File: config.mk
export PLATFORM = sky130hd
export DESIGN_NAME = timer16_counter_prescaler
export DESIGN_NICKNAME = d
export VERILOG_FILES = /design/src/ext_edge_detect.v /design/src/timer16_counter_prescaler.v
export VERILOG_INCLUDE_DIRS = /design/src /design/src/src
export SDC_FILE = /design/constraint.sdc
export NUM_CORES = 1
export LEC_CHECK = 0
export ABC_AREA = 1
export BUFFER_PORTS_ARGS = -buffer_cell sky130_fd_sc_hd__buf_2
export CORE_ASPECT_RATIO = 0.7
export CORE_MARGIN = 8
export CORE_UTILIZATION = 49
export DETAILED_ROUTE_END_ITERATION = 10
export MAX_ROUTING_LAYER = met4
export PLACE_DENSITY = 0.81
export SYNTH_ARGS = -nofsm -noshare
export SYNTH_HDL_FRONTEND = slang
export SYNTH_SLANG_ARGS = --single-unit
File: constraint.sdc
create_clock -name core_clk -period 1.91 [get_ports core_clk]
set_input_delay 0.191 -clock core_clk [delete_from_list [all_inputs] [get_ports core_clk]]
set_output_delay 0.191 -clock core_clk [all_outputs]
set_load 0.05 [all_outputs]
File: src/timer16_defs.vh
`ifndef TIMER16_DEFS_VH
`define TIMER16_DEFS_VH

// Register offsets on the plain register port
`define ADDR_CNT_HIGH     4'h0
`define ADDR_CNT_LOW      4'h1
`define ADDR_ALT_HIGH     4'h2
`define ADDR_ALT_LOW      4'h3
`define ADDR_STATUS       4'h4
`define ADDR_CTRL_ONE     4'h5
`define ADDR_CTRL_TWO     4'h6

// Field positions
`define STAT_OVF_BIT      7
`define CR1_OVIE_BIT      5
`define CR2_CLK_LO        2
`define CR2_CLK_HI        3
`define CR2_EDGE_BIT      0

// Clock select codes
`define CLK_DIV2          2'h0
`define CLK_DIV4          2'h1
`define CLK_DIV8          2'h2
`define CLK_EXT           2'h3

// Reset, reload and rollover values
`define CNT_PRESET        16'hfffc
`define CNT_ROLL_FROM     16'hffff
`define CR1_RESET         8'h00
`define CR2_RESET         8'h00
`define PRESC_RESET       3'h0

`endif

File: src/ext_edge_detect.v
`timescale 1ns/1ns
`default_nettype none

module ext_edge_detect
(
  input  wire core_clk,
  input  wire nrst,
  input  wire extPin,
  input  wire pinBonded,
  input  wire risingSel,
  output wire edgePulse
);

  reg  prevLevel_r;
  wire pinLevel;

  // Unbonded pin reads as one
  assign pinLevel = pinBonded ? extPin : 1'b1;

  always @(posedge core_clk)
  begin
    if (!nrst)
      prevLevel_r <= 1'b1;
    else
      prevLevel_r <= pinLevel;
  end

  assign edgePulse = risingSel ? (pinLevel & ~prevLevel_r) : (~pinLevel & prevLevel_r);

endmodule

`default_nettype wire

File: src/timer16_counter_prescaler.v
// How it works
// - Timer clock: CPU/2, /4, /8 or external
// - Free-running sixteen-bit up-counter, holds on code 11 with no pin edge
// - Main and alternate views, same value
// - Alternate low read keeps overflow flag
// - Low-byte write forces counter to FFFCh
// - Reset value FFFCh, the only reload
// - Period 131072/262144/524288 CPU cycles internally
// - Unbonded timer pin reads as one
// - Each instance owns counter, prescaler, registers
// - Instances start lockstep at common reset; low-byte write restarts one only
// - Overflow flag with maskable interrupt request
// - FFFFh to 0000h rollover sets flag
// - Flag clears: status read, then main low access
// - High read buffers low until low read
// - Code 11 selects external, edge bit chooses
`timescale 1ns/1ns
`default_nettype none
`include "timer16_defs.vh"

module timer16_counter_prescaler
#(
  parameter ADDR_W = 4
)
(
  input  wire              core_clk,
  input  wire              nrst,
  input  wire [ADDR_W-1:0] regAddr,
  input  wire [7:0]        regWdata,
  input  wire              regWrite,
  input  wire              regRead,
  output reg  [7:0]        regRdata,
  input  wire              ext_clock_pin,
  input  wire              extPinBonded,
  output reg               overflowIrq,
  output reg  [15:0]       counterValue
);

  reg  [15:0] count_r;
  reg  [15:0] countNxt;
  reg  [2:0]  presc_r;
  reg  [7:0]  ctrlOne_r;
  reg  [7:0]  ctrlTwo_r;
  reg         overflow_flag_r;
  reg         overflowNxt;
  reg  [1:0]  clrState_r;
  reg  [1:0]  clrStateNxt;
  reg  [7:0]  lowBuf_r;
  reg  [1:0]  bufState_r;
  reg  [1:0]  bufStateNxt;
  reg  [7:0]  rdataNxt;
  wire [1:0]  clock_select_field;
  wire        overflow_irq_enable;
  wire        ext_edge_select;
  wire        extEdge;
  reg         tick;
  wire        wrLow;
  wire        rdMainLow;
  wire        rdAnyLow;
  wire        rdAnyHigh;
  wire        wrMainLow;
  wire        rdStatus;
  wire        wrCtrlOne;
  wire        wrCtrlTwo;
  wire        lowHeld;
  wire [2:0]  divTap;

  // One-hot states of the flag clear sequence and the read pair
  localparam [1:0] CLR_IDLE  = 2'b01;
  localparam [1:0] CLR_ARMED = 2'b10;
  localparam [1:0] BUF_LIVE  = 2'b01;
  localparam [1:0] BUF_HELD  = 2'b10;

  assign clock_select_field  = ctrlTwo_r[`CR2_CLK_HI:`CR2_CLK_LO];
  assign overflow_irq_enable = ctrlOne_r[`CR1_OVIE_BIT];
  assign ext_edge_select     = ctrlTwo_r[`CR2_EDGE_BIT];

  // Address match helper used by several decodes
  function isAddr;
    input [ADDR_W-1:0] a;
    input [3:0]        target;
    begin
      isAddr = (a == target[ADDR_W-1:0]);
    end
  endfunction

  // Low byte of either view
  function isLowAddr;
    input [ADDR_W-1:0] a;
    begin
      isLowAddr = isAddr(a, `ADDR_CNT_LOW) | isAddr(a, `ADDR_ALT_LOW);
    end
  endfunction

  // High byte of either view
  function isHighAddr;
    input [ADDR_W-1:0] a;
    begin
      isHighAddr = isAddr(a, `ADDR_CNT_HIGH) | isAddr(a, `ADDR_ALT_HIGH);
    end
  endfunction

  assign wrLow     = regWrite & isLowAddr(regAddr);
  assign wrMainLow = regWrite & isAddr(regAddr, `ADDR_CNT_LOW);
  assign rdMainLow = regRead & isAddr(regAddr, `ADDR_CNT_LOW);
  assign rdAnyLow  = regRead & isLowAddr(regAddr);
  assign rdAnyHigh = regRead & isHighAddr(regAddr);
  assign rdStatus  = regRead & isAddr(regAddr, `ADDR_STATUS);
  assign wrCtrlOne = regWrite & isAddr(regAddr, `ADDR_CTRL_ONE);
  assign wrCtrlTwo = regWrite & isAddr(regAddr, `ADDR_CTRL_TWO);
  assign lowHeld   = (bufState_r == BUF_HELD);

  ext_edge_detect u_edge
  (
    .core_clk  (core_clk),
    .nrst      (nrst),
    .extPin    (ext_clock_pin),
    .pinBonded (extPinBonded),
    .risingSel (ext_edge_select),
    .edgePulse (extEdge)
  );

  // Divider taps: tap i fires once every 2^(i+1) cycles
  genvar gi;
  generate
    for (gi = 0; gi < 3; gi = gi + 1)
    begin : g_tap
      assign divTap[gi] = &presc_r[gi:0];
    end
  endgenerate

  // Tick select; prescaler is private to this instance
  always @*
  begin
    case (clock_select_field)
      `CLK_DIV2: tick = divTap[0];
      `CLK_DIV4: tick = divTap[1];
      `CLK_DIV8: tick = divTap[2];
      `CLK_EXT:  tick = extEdge;
      default:   tick = 1'b0;
    endcase
  end

  // Counter next value; wraps freely so a period is 65536 ticks
  always @*
  begin
    countNxt = count_r;
    if (wrLow)
      countNxt = `CNT_PRESET;
    else if (tick)
      countNxt = count_r + 16'h0001;
  end

  // Clear sequence; alternate low access never fires it
  always @*
  begin
    overflowNxt = overflow_flag_r;
    clrStateNxt = clrState_r;
    case (clrState_r)
      CLR_IDLE:
      begin
        if (rdStatus && overflow_flag_r)
          clrStateNxt = CLR_ARMED;
      end
      CLR_ARMED:
      begin
        if (rdMainLow || wrMainLow)
        begin
          overflowNxt = 1'b0;
          clrStateNxt = CLR_IDLE;
        end
      end
      default:
        clrStateNxt = CLR_IDLE;
    endcase
    // A rollover in the clearing cycle wins
    if (!wrLow && tick && count_r == `CNT_ROLL_FROM)
      overflowNxt = 1'b1;
  end

  // Read pair: high read holds the low byte until a low read
  always @*
  begin
    bufStateNxt = bufState_r;
    case (bufState_r)
      BUF_LIVE:
      begin
        if (rdAnyHigh)
          bufStateNxt = BUF_HELD;
      end
      BUF_HELD:
      begin
        if (rdAnyLow)
          bufStateNxt = BUF_LIVE;
      end
      default:
        bufStateNxt = BUF_LIVE;
    endcase
  end

  // Read mux; high read freezes low byte for the pair
  always @*
  begin
    rdataNxt = 8'h00;
    case (regAddr)
      `ADDR_CNT_HIGH: rdataNxt = count_r[15:8];
      `ADDR_ALT_HIGH: rdataNxt = count_r[15:8];
      `ADDR_CNT_LOW:  rdataNxt = lowHeld ? lowBuf_r : count_r[7:0];
      `ADDR_ALT_LOW:  rdataNxt = lowHeld ? lowBuf_r : count_r[7:0];
      `ADDR_STATUS:   rdataNxt = {overflow_flag_r, 7'h00};
      `ADDR_CTRL_ONE: rdataNxt = ctrlOne_r;
      `ADDR_CTRL_TWO: rdataNxt = ctrlTwo_r;
      default:        rdataNxt = 8'h00;
    endcase
  end

  always @(posedge core_clk)
  begin
    if (!nrst)
    begin
      count_r <= `CNT_PRESET;
    end
    else
    begin
      count_r <= countNxt;
    end
  end

  // Prescaler restarts with the preset so the first tick is a full period
  always @(posedge core_clk)
  begin
    if (!nrst)
    begin
      presc_r <= `PRESC_RESET;
    end
    else
    begin
      presc_r <= wrLow ? `PRESC_RESET : presc_r + 3'h1;
    end
  end

  always @(posedge core_clk)
  begin
    if (!nrst)
    begin
      ctrlOne_r <= `CR1_RESET;
    end
    else
    begin
      if (wrCtrlOne)
        ctrlOne_r <= regWdata;
    end
  end

  always @(posedge core_clk)
  begin
    if (!nrst)
    begin
      ctrlTwo_r <= `CR2_RESET;
    end
    else
    begin
      if (wrCtrlTwo)
        ctrlTwo_r <= regWdata;
    end
  end

  always @(posedge core_clk)
  begin
    if (!nrst)
    begin
      overflow_flag_r <= 1'b0;
    end
    else
    begin
      overflow_flag_r <= overflowNxt;
    end
  end

  always @(posedge core_clk)
  begin
    if (!nrst)
    begin
      clrState_r <= CLR_IDLE;
    end
    else
    begin
      clrState_r <= clrStateNxt;
    end
  end

  always @(posedge core_clk)
  begin
    if (!nrst)
    begin
      bufState_r <= BUF_LIVE;
    end
    else
    begin
      bufState_r <= bufStateNxt;
    end
  end

  // Repeated high reads keep the first captured low byte
  always @(posedge core_clk)
  begin
    if (!nrst)
    begin
      lowBuf_r <= 8'h00;
    end
    else
    begin
      if (rdAnyHigh && bufState_r == BUF_LIVE)
        lowBuf_r <= count_r[7:0];
    end
  end

  // Read data stand one cycle and idle at zero
  always @(posedge core_clk)
  begin
    if (!nrst)
    begin
      regRdata <= 8'h00;
    end
    else
    begin
      regRdata <= regRead ? rdataNxt : 8'h00;
    end
  end

  // CPU-side masking is outside; request stays while flag and enable hold
  always @(posedge core_clk)
  begin
    if (!nrst)
    begin
      overflowIrq <= 1'b0;
    end
    else
    begin
      overflowIrq <= overflowNxt & overflow_irq_enable;
    end
  end

  always @(posedge core_clk)
  begin
    if (!nrst)
    begin
      counterValue <= `CNT_PRESET;
    end
    else
    begin
      counterValue <= countNxt;
    end
  end

endmodule

`default_nettype wire

-- Yosys cells after proc, flatten, opt, wreduce, memory -nomap -nowiden
Cells that the tools add are included.
- register bits after elaboration: 58
- input port bits: 18
- word-level logic and storage cells: 77
- $add $sub $neg: 2
- eq/ne operators: 18
- muxes and demuxes: 14
- bitwise logic cells: 16
- reductions and logical operators: 16
- operators with widths (cell ; count):
    $pmux W8 S5 ; 1
    $add A16 B1 Y16 const B ; 1
    $eq A16 B16 Y1 const B ; 1
    $eq A4 B3 Y1 const B ; 3
    $and A1 B1 Y1 ; 11
    $eq A2 B2 Y1 const B ; 4
    $eq A4 B2 Y1 const B ; 2
    $mux W2 ; 4
    $mux W8 ; 1
    $ne A2 B2 Y1 const B ; 4
    $pmux W2 S2 ; 2
    $reduce_and A2 Y1 ; 4
    $eq A2 B1 Y1 const B ; 3
    $reduce_or A2 Y1 ; 3
    $mux W1 ; 5
    $eq A4 B1 Y1 const B ; 1
    $logic_and A1 B1 Y1 ; 4
    $logic_not A4 Y1 ; 1
    $pmux W1 S4 ; 1
    $add A3 B1 Y3 const B ; 1
    $not A1 Y1 ; 3
    $reduce_and A3 Y1 ; 1
    $logic_not A2 Y1 ; 1
    $or A1 B1 Y1 ; 2
    other kinds (2) ; 2

-- Depth between registers and ports, before layout
- depth in word-level cells: 9
- mapped depth: 10
- mapped depth without buffers: 10

-- By module
A second synthesis with hierarchy kept.
- cell total of the unflattened synthesis: 381
- area, all modules: 2703.8 µm²
- by module, submodules not included (module ; times used ; cells each ; area each (µm²) ; sequential area each (µm²)):
    timer16_counter_prescaler ; 1 ; 368 ; 2636.3 ; 1141.1
    ext_edge_detect ; 1 ; 13 ; 67.6 ; 20.0

-- Worst setup path before layout
OpenSTA, ideal clock, no wires.
- path kind: flip-flop to flip-flop
- start point: register, netlist name counterValue[0]
- end point: register counterValue[14]
- setup time: 0.124 ns
- arrival: 1.689 ns
- slack: 0.098 ns
- cell stages (with the launch flop): 9
- path buffers: 0
- clock period less this slack: 1.812 ns
- cells stage by stage: dfxtp_1 ha_1 nand2_2 nor3_2 nand3_1 nand2_1 nand2_1 nand2_1 o211ai_2
- RTL lines (what ; RTL line ; source):
    end signal: assignment ; timer16_counter_prescaler.v:348 ; counterValue <= `CNT_PRESET;
    end signal: assignment ; timer16_counter_prescaler.v:352 ; counterValue <= countNxt;
    end: declaration ; timer16_counter_prescaler.v:36 ; output reg [15:0] counterValue

==> summary.txt <==
N_diodes: 0
Cell taking the most area after synthesis: dfxtp_1
Die height: 80.0 um
Core area: 5700 um2
Residual DRC: 0
CP startpoint: counterValue[0]
Sequential area share after synthesis: 40.5%
Initial DRC count: 204
Top sig layer: met4
Clock Skew: 0.00455 ns
Synthesized netlist cell count: 372
Slew headroom: 66.9%
Slew Limit Fails: 0
First-pass GRT wire length: 11.9 mm
DP HPWL: 5.34 mm
Share of post-route cells with drive strength above 1: 23.3%
TritonCTS Buffers: 9
Most common cell after layout, fill and taps aside: nand2_1
RR Startpoint: counterValue[0]
Die area: 8600 um2
Fin crit share: 82.1%
Worst-path clk slew: 0.06 ns
R2r setup slk: 0.34 ns
Met2 WL: 3.14 mm
Grt ovf: 0
Die X: 107 um
Post-Syn Nets: 393
R2R depth: 9
Final worst slack: 0.341 ns
First-pass DRT Iterations: 4
Max Root-Sink Buffers: 2
Hold_buf cts: 0
Fmax: 638 MHz
Antenna viol nets, final: 0
Util after Layout: 56.7%
Worst setup EP type: register
Pre-CTS WS: 0.344 ns
Max VDD drop: 0.000477 V
Crit path kind: register to register
Synth Register Bits: 58
Drt total wl: 7.01 mm
Vias: 2645
Synth Cell Area: 2870 um2
Clock Sinks: 58
Vias in the first global route: 2516
Clk_lat worst skew: 0.34 ns
Element type at the critical path start: register
RSZ-0062 raised after global routing: false
Post-cts resize count: 0
Warnings, synthesis: 0
Top-level I/O count: 43
RD Place Congestion: 0.898
CTS root buf: clkbuf_8
Drt wl/cell: 14.2 um
Met3 Routed Length: 525 um
Hold Path Class: primary input to register
Routed vias/inst: 5.34
Worst Setup EP: overflowIrq
CTS tree: built
Commonest cells after routing, fill and taps aside: nand2_1, dfxtp_1, inv_1
Cell Pwr Density: 860 nW/um2
Final net count: 436
Dominant cells by area after synthesis: dfxtp_1, nand2_1, a21oi_1
Initial core utilization: 50.4%
Number of setup buffers added after CTS: 0
Final hold vios: 0
Final worst path period need: 1.57 ns
CTS H-tree depth: 3
Final TNS setup: 0 ns
Worst-path fanout max: 7
Std cell rows: 23
Buffers on Ports: 42
Netlist cell types: 36
Largest net degree at the start of global routing: 23
CP Data Required Time: 2.19 ns
Top cell type's share of synthesized area: 40.5%
Area Overhead vs Synth: 12.6%
Metal-1 WL: 3.24 mm
GRT Overall Usage: 17.8%
Final setup violation count: 0
Antenna violations before repair: 0
Worst Max-Slew Pin Slew: 0.495 ns
FF-to-FF End: overflowIrq
Pleak: 1.56 nW
Max_cap viols: 0
Data arrival, critical path: 1.85 ns
Avg Cell Area, Syn: 7.71 um2
Status: finished, final reports clean
==> critical path: stages (launching register included) <==
cell and delay, ns:
dfxtp_1 0.42, ha_1 0.29, nand2_2 0.11, nor2_4 0.12, nand2_1 0.09, nor2_1 0.13
nand4_1 0.14, nand2_1 0.08, nand2_1 0.06, nor2_1 0.08
==> state kept, by name, indices dropped and copies added, names as in the netlist <==
| register | cells |
|---|---|
| u_edge.prevLevel_r | 1 |
| counterValue | 16 |
| lowBuf_r | 8 |
| clrState_r | 2 |
| regRdata | 8 |
| bufState_r | 2 |
| overflowIrq | 1 |
| ctrlOne_r | 8 |
| overflow_flag_r | 1 |
| ctrlTwo_r | 8 |
| presc_r | 3 |
==> stage by stage <==
| step | hold slack [ns] | total power, mW | cells | cell area (um2) |
|---|---|---|---|---|
| floorplan | 0.293 | 1.72 | 372 | 2870 |
| global placement | 0.399 | 1.83 | 479 | 3070 |
| detailed placement | 0.407 | 1.84 | 479 | 3070 |
| CTS | 0.0495 | 2.79 | 495 | 3230 |
| global route | 0.0729 | 2.91 | 495 | 3230 |
| finish | 0.0615 | 2.78 | 495 | 3230 |
==> layout make-up <==
cell class                 count  area, um2
timing repair buffer          44        225
tap                           75       93.8
clock buffer                  13        149
inverter                      52        210
fill                         540       2470
sequential                    58       1160
multi-input combinational    250       1380
clock inverter                 3       15.0
==> synth_stat cells <==
library cell	n
a21oi_1	41
a21oi_2	4
a22oi_1	1
and3_1	1
buf_12	1
buf_2	2
buf_4	2
buf_6	5
buf_8	1
clkbuf_1	1
clkinv_4	1
dfxtp_1	58
ha_1	3
inv_1	44
inv_2	4
inv_4	2
inv_6	1
nand2_1	70
nand2_2	3
nand2_4	5
nand3_1	20
nand3_2	6
nand3_4	1
nand4_1	7
nor2_1	26
nor2_2	1
nor2_4	3
nor3_1	3
nor3_2	1
o211ai_1	6
o211ai_2	5
o21ai_0	23
o21ai_1	5
o21ai_2	4
o22ai_1	6
xor2_1	5
==> where the power goes <==
group	switching, mW	leakage [nW]	internal [mW]
registers	0.0461	0.472	1.26
logic	0.372	0.999	0.137
clock network	0.462	0.0872	0.500
total	0.880	1.56	1.90
==> cells by family after synthesis <==
family / Yosys count / share of synthesized area [%]
xor gates and xnor gates: 5 / 1.53
adders and majority gates: 3 / 1.31
DFF: 58 / 40.5
and+or+nand+nor: 147 / 25.4
buffers and inverters: 64 / 11.5
AOI/OAI and AO/OA: 95 / 19.8
==> how the worst min path moves through the flow <==
stage	slack, ns	to	cells past startpoint	start
2_1_floorplan	0.29	u_edge.prevLevel_r	2	ext_clock_pin
3_3_place_gp	0.40	u_edge.prevLevel_r	3	ext_clock_pin
3_5_place_dp	0.41	u_edge.prevLevel_r	3	ext_clock_pin
4_1_cts	0.05	u_edge.prevLevel_r	3	ext_clock_pin
5_1_grt	0.07	u_edge.prevLevel_r	3	ext_clock_pin
6_report	0.06	u_edge.prevLevel_r	3	ext_clock_pin
==> metal layers <==
| layer | GRT usage [%] | vias up |
|---|---|---|
| met5 | - | - |
| met4 | 6.07 | 0 |
| met3 | 6.61 | 12 |
| met2 | 26.0 | 91 |
| met1 | 22.0 | 1226 |
| li1 | - | 1316 |
(Power assumes the default switching activity.)
